==> config.mk <==
export PLATFORM = sky130hd
export DESIGN_NAME = ipdc_cfg_regs
export DESIGN_NICKNAME = d
export VERILOG_FILES = /design/src/core/ipdc_pkg.sv /design/src/core/ipdc_cfg_regs.sv
export VERILOG_INCLUDE_DIRS = /design/src /design/src/core
export SDC_FILE = /design/constraint.sdc
export NUM_CORES = 1
export LEC_CHECK = 0
export BUFFER_PORTS_ARGS = -buffer_cell sky130_fd_sc_hd__buf_2
export CAP_MARGIN = 20
export CORE_MARGIN = 4
export CORE_UTILIZATION = 58
export CTS_CLUSTER_SIZE = 40
export DETAILED_ROUTE_END_ITERATION = 6
export GPL_ROUTABILITY_DRIVEN = 0
export PLACE_DENSITY = 0.77
export SYNTH_ARGS = -nofsm -noshare
export SYNTH_HDL_FRONTEND = slang
export SYNTH_SLANG_ARGS = --single-unit
==> constraint.sdc <==
create_clock -name hclk -period 4.9 [get_ports hclk]
set_input_delay 0.245 -clock hclk [delete_from_list [all_inputs] [get_ports hclk]]
set_output_delay 0.245 -clock hclk [all_outputs]
set_load 0.05 [all_outputs]
==> src/core/ipdc_consts.svh <==
// constants of the isa pnp dma/io configuration block
// assumes: included by bare name from core/
`ifndef IPDC_CONSTS_SVH
`define IPDC_CONSTS_SVH

// register indices (byte address is four times the index)
`define IPDC_IDX_IOQ 6'h00
`define IPDC_IDX_DMA 6'h01
`define IPDC_IDX_CKS 6'h14
`define IPDC_IDX_STAT 6'h20
`define IPDC_DEV_WORDS 16
`define IPDC_SLOTS 17

// decode qualification fields
`define IPDC_WP_BIT 15
`define IPDC_WAND2_BIT 14
`define IPDC_WAND1_BIT 13
`define IPDC_MODE_LSB 8
`define IPDC_MODE_DMA 2'h0
`define IPDC_MODE_EXT 2'h1

// dma routing fields
`define IPDC_DRQ1_LSB 5
`define IPDC_DRQ0_LSB 0
`define IPDC_DRQ_NONE 3'h4

// status fields
`define IPDC_ST_DONE 0
`define IPDC_ST_ILL 1
`define IPDC_ST_EXT 2
`define IPDC_ST_WEN 3
`define IPDC_ST_CKS_LSB 8
`define IPDC_ST_RES_LSB 16

// reset values
`define IPDC_WORD_RST 16'h0000
`define IPDC_PIN_RST 3'h3

// serial eeprom read frame: start, opcode, 6 address bits
`define IPDC_RD_OP 3'h6
`define IPDC_CKS_ADDR 6'h14
`define IPDC_FRAME_BITS 5'd25
`define IPDC_DATA_FIRST 5'd9

// timing
`define IPDC_CLK_NS 25
`define IPDC_SK_HALF_NS 1000
`define IPDC_SK_HALF_CYC \
    ((`IPDC_SK_HALF_NS + `IPDC_CLK_NS - 1) / `IPDC_CLK_NS)

`endif

==> src/core/ipdc_pkg.sv <==
// types of the isa pnp dma/io configuration block
// assumes: compiled before ipdc_cfg_regs
package ipdc_pkg;

    typedef logic [15:0] ipdc_word_t;

    typedef enum logic [2:0] {
        IPDC_ST_GAP = 3'b001,
        IPDC_ST_SHIFT = 3'b010,
        IPDC_ST_DONE = 3'b100
    } ipdc_state_t;

endpackage

==> src/core/ipdc_cfg_regs.sv <==
// configuration register bank of an isa plug-and-play controller
// assumes: one 40 mhz clock, ahb-lite single master, serial eeprom
`timescale 1ns/10ps
`default_nettype none
`include "ipdc_consts.svh"

module ipdc_cfg_regs #(
    parameter int SK_HALF_CYC = `IPDC_SK_HALF_CYC
) (
    input wire logic hclk,
    input wire logic hresetn,
    input wire logic hsel,
    input wire logic [31:0] haddr,
    input wire logic [1:0] htrans,
    input wire logic hwrite,
    input wire logic [2:0] hsize,
    input wire logic [31:0] hwdata,
    input wire logic hready,
    output logic [31:0] hrdata,
    output logic hreadyout,
    output logic hresp,
    output logic eeprom_cs,
    output logic eeprom_sk,
    output logic eeprom_di,
    input wire logic eeprom_do,
    input wire logic isa_iord_n,
    input wire logic isa_iowr_n,
    input wire logic [2:0] cs_addr_hit,
    output logic io_chip_select_zero_n,
    output logic io_chip_select_one_n,
    output logic io_chip_select_two_n,
    input wire logic [1:0] dev_dma_req,
    output logic [7:0] isa_drq,
    output logic ext_irq_mode
);
    import ipdc_pkg::*;

    // ----------------------------------------
    // storage and pin synchronisers
    // ----------------------------------------
    ipdc_word_t cfg_q [`IPDC_SLOTS];
    ipdc_word_t w0;
    ipdc_word_t w1;
    logic [2:0] pin_in;
    logic [2:0] s1_q;
    logic [2:0] s2_q;
    logic [2:0] s3_q;
    logic [2:0] pin_f_q;
    logic do_f;
    logic strobe;

    assign w0 = cfg_q[0];
    assign w1 = cfg_q[1];
    assign pin_in = {eeprom_do, isa_iowr_n, isa_iord_n};
    assign do_f = pin_f_q[2];
    assign strobe = !pin_f_q[0] || !pin_f_q[1];

    // a change counts only once stages two and three agree
    genvar gp;
    generate
        for (gp = 0; gp < 3; gp++) begin : g_sync
            always_ff @(posedge hclk or negedge hresetn) begin
                if (!hresetn) begin
                    s1_q[gp] <= 1'(`IPDC_PIN_RST >> gp);
                    s2_q[gp] <= 1'(`IPDC_PIN_RST >> gp);
                    s3_q[gp] <= 1'(`IPDC_PIN_RST >> gp);
                    pin_f_q[gp] <= 1'(`IPDC_PIN_RST >> gp);
                end else begin
                    s1_q[gp] <= pin_in[gp];
                    s2_q[gp] <= s1_q[gp];
                    s3_q[gp] <= s2_q[gp];
                    if (s2_q[gp] == s3_q[gp]) begin
                        pin_f_q[gp] <= s2_q[gp];
                    end
                end
            end
        end
    endgenerate

    // ----------------------------------------
    // power-on eeprom loader
    // ----------------------------------------
    ipdc_state_t st_q;
    ipdc_state_t st_d;
    logic [15:0] div_q;
    logic tick;
    logic [4:0] ld_idx_q;
    logic [4:0] bit_q;
    logic [7:0] cmd_sh_q;
    logic [15:0] sh_q;
    logic sk_q;
    logic cs_q;
    logic di_q;
    logic [5:0] ld_addr;
    logic [8:0] ld_cmd;
    logic last_bit;
    logic ld_we;
    logic ld_done;
    ipdc_word_t ld_word;

    assign tick = div_q == 16'(SK_HALF_CYC - 1);
    // slot 16 holds word 0x14, after the device-specific words
    assign ld_addr = (ld_idx_q == 5'd16) ? `IPDC_CKS_ADDR :
                     {2'h0, ld_idx_q[3:0]};
    assign ld_cmd = {`IPDC_RD_OP, ld_addr};
    assign last_bit = bit_q == (`IPDC_FRAME_BITS - 5'd1);
    assign ld_we = st_q == IPDC_ST_SHIFT && tick && sk_q && last_bit;
    assign ld_word = {sh_q[14:0], do_f};
    assign ld_done = st_q == IPDC_ST_DONE;

    always_comb begin
        st_d = st_q;
        case (st_q)
            IPDC_ST_GAP: begin
                if (tick) begin
                    st_d = IPDC_ST_SHIFT;
                end
            end
            IPDC_ST_SHIFT: begin
                if (ld_we) begin
                    st_d = (ld_idx_q == 5'd16) ? IPDC_ST_DONE : IPDC_ST_GAP;
                end
            end
            IPDC_ST_DONE: st_d = IPDC_ST_DONE;
            default: st_d = IPDC_ST_GAP;
        endcase
    end

    always_ff @(posedge hclk or negedge hresetn) begin
        if (!hresetn) begin
            st_q <= IPDC_ST_GAP;
            div_q <= 16'h0000;
        end else begin
            st_q <= st_d;
            div_q <= (tick || ld_done) ? 16'h0000 : div_q + 16'h0001;
        end
    end

    // shift frame: di changes on falling sk, do sampled there too
    always_ff @(posedge hclk or negedge hresetn) begin
        if (!hresetn) begin
            ld_idx_q <= 5'h00;
            bit_q <= 5'h00;
            cmd_sh_q <= 8'h00;
            sh_q <= 16'h0000;
            sk_q <= 1'b0;
            cs_q <= 1'b0;
            di_q <= 1'b0;
        end else if (st_q == IPDC_ST_GAP && tick) begin
            cs_q <= 1'b1;
            di_q <= ld_cmd[8];
            cmd_sh_q <= ld_cmd[7:0];
            bit_q <= 5'h00;
        end else if (st_q == IPDC_ST_SHIFT && tick) begin
            sk_q <= !sk_q;
            if (sk_q) begin
                bit_q <= bit_q + 5'd1;
                di_q <= cmd_sh_q[7];
                cmd_sh_q <= {cmd_sh_q[6:0], 1'b0};
                if (bit_q >= `IPDC_DATA_FIRST) begin
                    sh_q <= ld_word;
                end
                if (last_bit) begin
                    cs_q <= 1'b0;
                    ld_idx_q <= ld_idx_q + 5'd1;
                end
            end
        end
    end

    // ----------------------------------------
    // ahb-lite slave
    // ----------------------------------------
    logic ahb_go;
    logic addr_ok;
    logic wr_pend_q;
    logic rd_pend_q;
    logic map_q;
    logic [5:0] idx_q;
    logic ahb_we;
    logic [31:0] rd_mux;
    logic [31:0] stat_w;
    logic [1:0] mode;
    logic dma_mode;
    logic ill_mode;
    logic [31:0] hrdata_q;
    logic hready_q;

    assign ahb_go = hsel && htrans[1] && hready;
    assign addr_ok = haddr[31:8] == 24'h000000;
    assign mode = w0[`IPDC_MODE_LSB +: 2];
    assign dma_mode = mode == `IPDC_MODE_DMA;
    assign ill_mode = mode[1];
    // protected until software sees bit 15 set; loader is exempt
    assign ahb_we = wr_pend_q && map_q && idx_q < 6'(`IPDC_DEV_WORDS)
                    && ld_done && w0[`IPDC_WP_BIT];
    assign stat_w = {8'h00,
                     cfg_q[16][15:8],
                     cfg_q[16][7:0],
                     4'h0,
                     w0[`IPDC_WP_BIT],
                     ld_done && mode == `IPDC_MODE_EXT,
                     ill_mode,
                     ld_done};
    assign rd_mux = !map_q ? 32'h00000000 :
                    idx_q < 6'(`IPDC_DEV_WORDS) ?
                        {16'h0000, cfg_q[idx_q[3:0]]} :
                    idx_q == `IPDC_IDX_CKS ? {16'h0000, cfg_q[16]} :
                    idx_q == `IPDC_IDX_STAT ? stat_w : 32'h00000000;

    // reads take one wait state so a preceding write is visible
    always_ff @(posedge hclk or negedge hresetn) begin
        if (!hresetn) begin
            wr_pend_q <= 1'b0;
            rd_pend_q <= 1'b0;
            map_q <= 1'b0;
            idx_q <= 6'h00;
            hready_q <= 1'b1;
            hrdata_q <= 32'h00000000;
        end else begin
            wr_pend_q <= ahb_go && hwrite;
            rd_pend_q <= ahb_go && !hwrite;
            hready_q <= !(ahb_go && !hwrite);
            if (ahb_go) begin
                idx_q <= haddr[7:2];
                map_q <= addr_ok;
            end
            if (rd_pend_q) begin
                hrdata_q <= rd_mux;
            end
        end
    end

    assign hrdata = hrdata_q;
    assign hreadyout = hready_q;
    assign hresp = 1'b0;

    genvar gw;
    generate
        for (gw = 0; gw < `IPDC_SLOTS; gw++) begin : g_word
            always_ff @(posedge hclk or negedge hresetn) begin
                if (!hresetn) begin
                    cfg_q[gw] <= `IPDC_WORD_RST;
                end else if (ld_we && ld_idx_q == 5'(gw)) begin
                    cfg_q[gw] <= ld_word;
                end else if (ahb_we && idx_q == 6'(gw)) begin
                    cfg_q[gw] <= hwdata[15:0];
                end
            end
        end
    endgenerate

    // ----------------------------------------
    // chip selects and dma routing
    // ----------------------------------------
    logic [2:0] cs_raw;
    logic [2:0] cs_act;
    logic [7:0] drq_d;
    logic [2:0] code0;
    logic [2:0] code1;
    logic [2:0] csn_q;
    logic [7:0] drq_q;
    logic ext_q;

    assign code0 = w1[`IPDC_DRQ0_LSB +: 3];
    assign code1 = w1[`IPDC_DRQ1_LSB +: 3];

    genvar gc;
    generate
        for (gc = 0; gc < 3; gc++) begin : g_cs
            assign cs_raw[gc] = ld_done && cs_addr_hit[gc]
                                && (w0[gc] || strobe);
        end
    endgenerate

    // wired-and of active-low pins: either asserting pulls both low
    assign cs_act[0] = cs_raw[0] || (w0[`IPDC_WAND1_BIT] && cs_raw[1])
                       || (w0[`IPDC_WAND2_BIT] && cs_raw[2]);
    assign cs_act[1] = cs_raw[1]
                       || (w0[`IPDC_WAND1_BIT] && cs_raw[0]);
    assign cs_act[2] = cs_raw[2]
                       || (w0[`IPDC_WAND2_BIT] && cs_raw[0]);

    genvar gd;
    generate
        for (gd = 0; gd < 8; gd++) begin : g_drq
            // code 100 selects no channel, so line 4 never drives
            assign drq_d[gd] = ld_done && dma_mode
                && 3'(gd) != `IPDC_DRQ_NONE
                && ((dev_dma_req[1] && code1 == 3'(gd))
                || (dev_dma_req[0] && code0 == 3'(gd)));
        end
    endgenerate

    always_ff @(posedge hclk or negedge hresetn) begin
        if (!hresetn) begin
            csn_q <= 3'h7;
            drq_q <= 8'h00;
            ext_q <= 1'b0;
        end else begin
            csn_q <= ~cs_act;
            drq_q <= drq_d;
            ext_q <= ld_done && mode == `IPDC_MODE_EXT;
        end
    end

    assign io_chip_select_zero_n = csn_q[0];
    assign io_chip_select_one_n = csn_q[1];
    assign io_chip_select_two_n = csn_q[2];
    assign isa_drq = drq_q;
    assign ext_irq_mode = ext_q;
    assign eeprom_cs = cs_q;
    assign eeprom_sk = sk_q;
    assign eeprom_di = di_q;
endmodule
`default_nettype wire

==> results.ini <==
[run_status]
outcome=complete, but fails checks
violations=design-rule violations

[floorplan]
initial_core_util_pct=58.7
row_count=67
die-area_um2=37000
ios=131
die_w_um=192
dieHeight_um=192
core_um2=33500

[timing]
skew_ps=18.3
timing.hold.ws_ps=16.1
relSlewSlack_pct=20.2
setup_viol=0
max_freq_ghz=0.307
finalMaxSlewViolations=0
finalHoldViolCount=0
final.setup.tns_ps=0
rsz0062_at_grt=no
tightest_slew_ps=1200
period_minus_slack_ps=3250
setup_ws_ps=1650
fin_crit_sh_pct=66.4

[worst_setup_path]
critical_path_class=reg2reg
r2r_slack_ps=1650
crit_required_ps=5280
reg2reg_to=cfg_q[36]
crit_path_max_fanout=28
worstPathArrival_ps=3630
end_kind=flip-flop
startpoint_type=flip-flop
ff2ff_path_depth=6
r2r-start=div_q[0]

[power_and_ir_drop]
powerDensity_nw_per_um2=324
p_leak_nw=10.6
ir_drop_v=0.000217

[synthesis]
ys.warnings.count=0
synth_area_um2=19700
post-synth-top-area-fraction_pct=47.1
synth-edff-count=0
synth_compound_area_share_pct=10.9
yosysSeqAreaShare_pct=48.9
synth_seq_cells=384
synth_xor_area_share_pct=0.934
synth.distinct_cells=64
synth-adder-area-share_pct=0.724
synthMuxAreaShare_pct=21.8
avgSynthCellArea_um2=10.7
synth_ff_type=dfrtp_1
yosys.area_share.simple_pct=11.6
ys_top_cells_by_area=dfrtp_1 (47%), mux2i_1 (13%), a21oi_1 (6.5%)
synth_largest_area_cell=dfrtp_1
synthCells=1843
synth_top_family_by_area=multiplexers
async_reset_ff_share_pct=100

[routing]
wl_met3_mm=5.32
wl_met2_mm=25.3
drc=5
via_per_inst=6.35
ant_nets=0
num_vias=14900
dr.pass1.iters=7
top_layer=met4
wire_per_inst_um=23.4
drt_wl_total_mm=54.7
drt_iter0_drc=1769
wl_met1_mm=21.8

[clocking]
clk_latency_ps=540
ctsResizeCount=0
cts_tree=yes
clock-sinks=384
htree_levels=2
numCtsBuffers=41
cts_buffer_depth=3
path_clk_slew_ps=60
root_buffer=clkbuf_16

[flow_run]
cap_violations=0

[finish]
area_delta_synth_final_pct=10.6
final_cells=2340
fill_cells=2583
layout-drive-gt1-share_pct=16.4
fin_nets=1945

[place]
dp_hpwl_mm=33.9
port_buffers=98
dp.cells=2239
place_ws_ps=1710

[grt]
antenna_found_initial=8
grt_pass1_wl_mm=85.3
grt.total_usage_pct=29.8
grt_max_degree=191
overflow=0
grt_pass1_vias=14800

[min_path]
min-delay-start=dev_dma_req[1]
hold-path-endpoint=isa_drq[5]
hp-class=in2reg
hold_depth=3

-- where the power goes --
group	internal, W	leakage (nW)	total [W]	switching (W)
combinational	0.000157	5.86	0.000413	0.000256
clock	0.00206	0.726	0.00335	0.00129
sequential	0.00319	4.01	0.00330	0.000106
-- layer usage --
layer / up-vias / global-route usage, %
met5: - / 0
met4: 0 / 12.5
met3: 139 / 4.90
met2: 764 / 46.5
met1: 7368 / 41.8
li1: 6596 / -
-- cell usage in the layout (no fill, tap or decap), drive strengths merged, types with 18 or more instances in the layout --
cell type / count
nand3: 37
clkbuf: 56
nor2: 281
a22oi: 21
nand2: 53
inv: 18
buf: 129
mux4: 52
a21oi: 258
nor3: 21
dfrtp: 371
mux2i: 264
and2: 20
mux2: 42
-- state kept, by name (all words and copies together) (netlist names), 2 cells and up --
| signal | flops |
|---|---|
| cfg_q | 240 |
| hrdata | 24 |
| div_q | 16 |
| w0 | 16 |
| w1 | 16 |
| sh_q | 15 |
| cmd_sh_q | 8 |
| isa_drq | 7 |
| idx_q | 6 |
| bit_q | 5 |
| ld_idx_q | 5 |
| csn_q | 3 |
| s1_q | 3 |
| s2_q | 3 |
| s3_q | 3 |
| st_q | 3 |
| pin_f_q | 2 |
-- worst max-delay path by stage --
| stage | from | endpoint | depth (start not counted) |
|---|---|---|---|
| floorplan | eeprom_sk | sh_q[10] | 8 |
| global placement | div_q[0] | cfg_q[55] | 6 |
| detailed placement | div_q[0] | cfg_q[33] | 6 |
| CTS | div_q[0] | cfg_q[33] | 6 |
| global route | div_q[0] | cfg_q[32] | 6 |
| finish | div_q[0] | cfg_q[36] | 6 |
-- synthesized netlist by cell type (all sizes together), types with 17 or more instances --
library cell / number
a21oi: 258
a22oi: 21
and2: 20
buf: 85
clkbuf: 102
dfrtp: 371
mux2: 42
mux2i: 264
mux4: 52
nand2: 53
nand3: 37
nor2: 281
nor3: 21
o21ai: 17
-- cell families after synthesis --
family / Yosys count
AO/OA/AOI/OAI: 368
multiplexers: 358
other: 1
flip-flops: 384
AND/OR/NAND/NOR: 496
XOR/XNOR: 21
adder cells (fa/ha/maj): 12
buffers and inverters: 203
-- repair_timing --
action	in CTS	in global routing
hold buffers	17	0
setup buffers	0	0
endpoints found under the hold margin	62	0
-- area by class of cell --
| cell class | instances | area, µm² | share of cell area, % |
|---|---|---|---|
| diodes | 6 | 15.0 | 0.0689 |
| clock buffers | 56 | 1180 | 5.43 |
| clock inverters | 19 | 280 | 1.29 |
| inverters | 16 | 60.1 | 0.276 |
| multi-input cells | 1265 | 9080 | 41.7 |
| flip-flops and latches | 384 | 9630 | 44.2 |
| well taps | 448 | 561 | 2.57 |
| repair buffers | 146 | 971 | 4.46 |
-- worst max-delay path, cell delays in order, from the launching register on --
cell     delay (ps)
dfrtp_1         370
ha_1            250
and3_1          210
and4_1          800
nand4_1        1030
nor2_1          340
a21oi_1          70
-- metrics by stage --
stage          area, µm²  total power, W  utilization, %
2_1_floorplan      19700         0.00357               -
3_3_place_gp       20100         0.00375            59.8
3_5_place_dp       20100         0.00376            59.9
4_1_cts            21700         0.00708            64.8
5_1_grt            21800         0.00725            65.0
6_report           21800         0.00706            65.0
(Power assumes the default switching activity.)
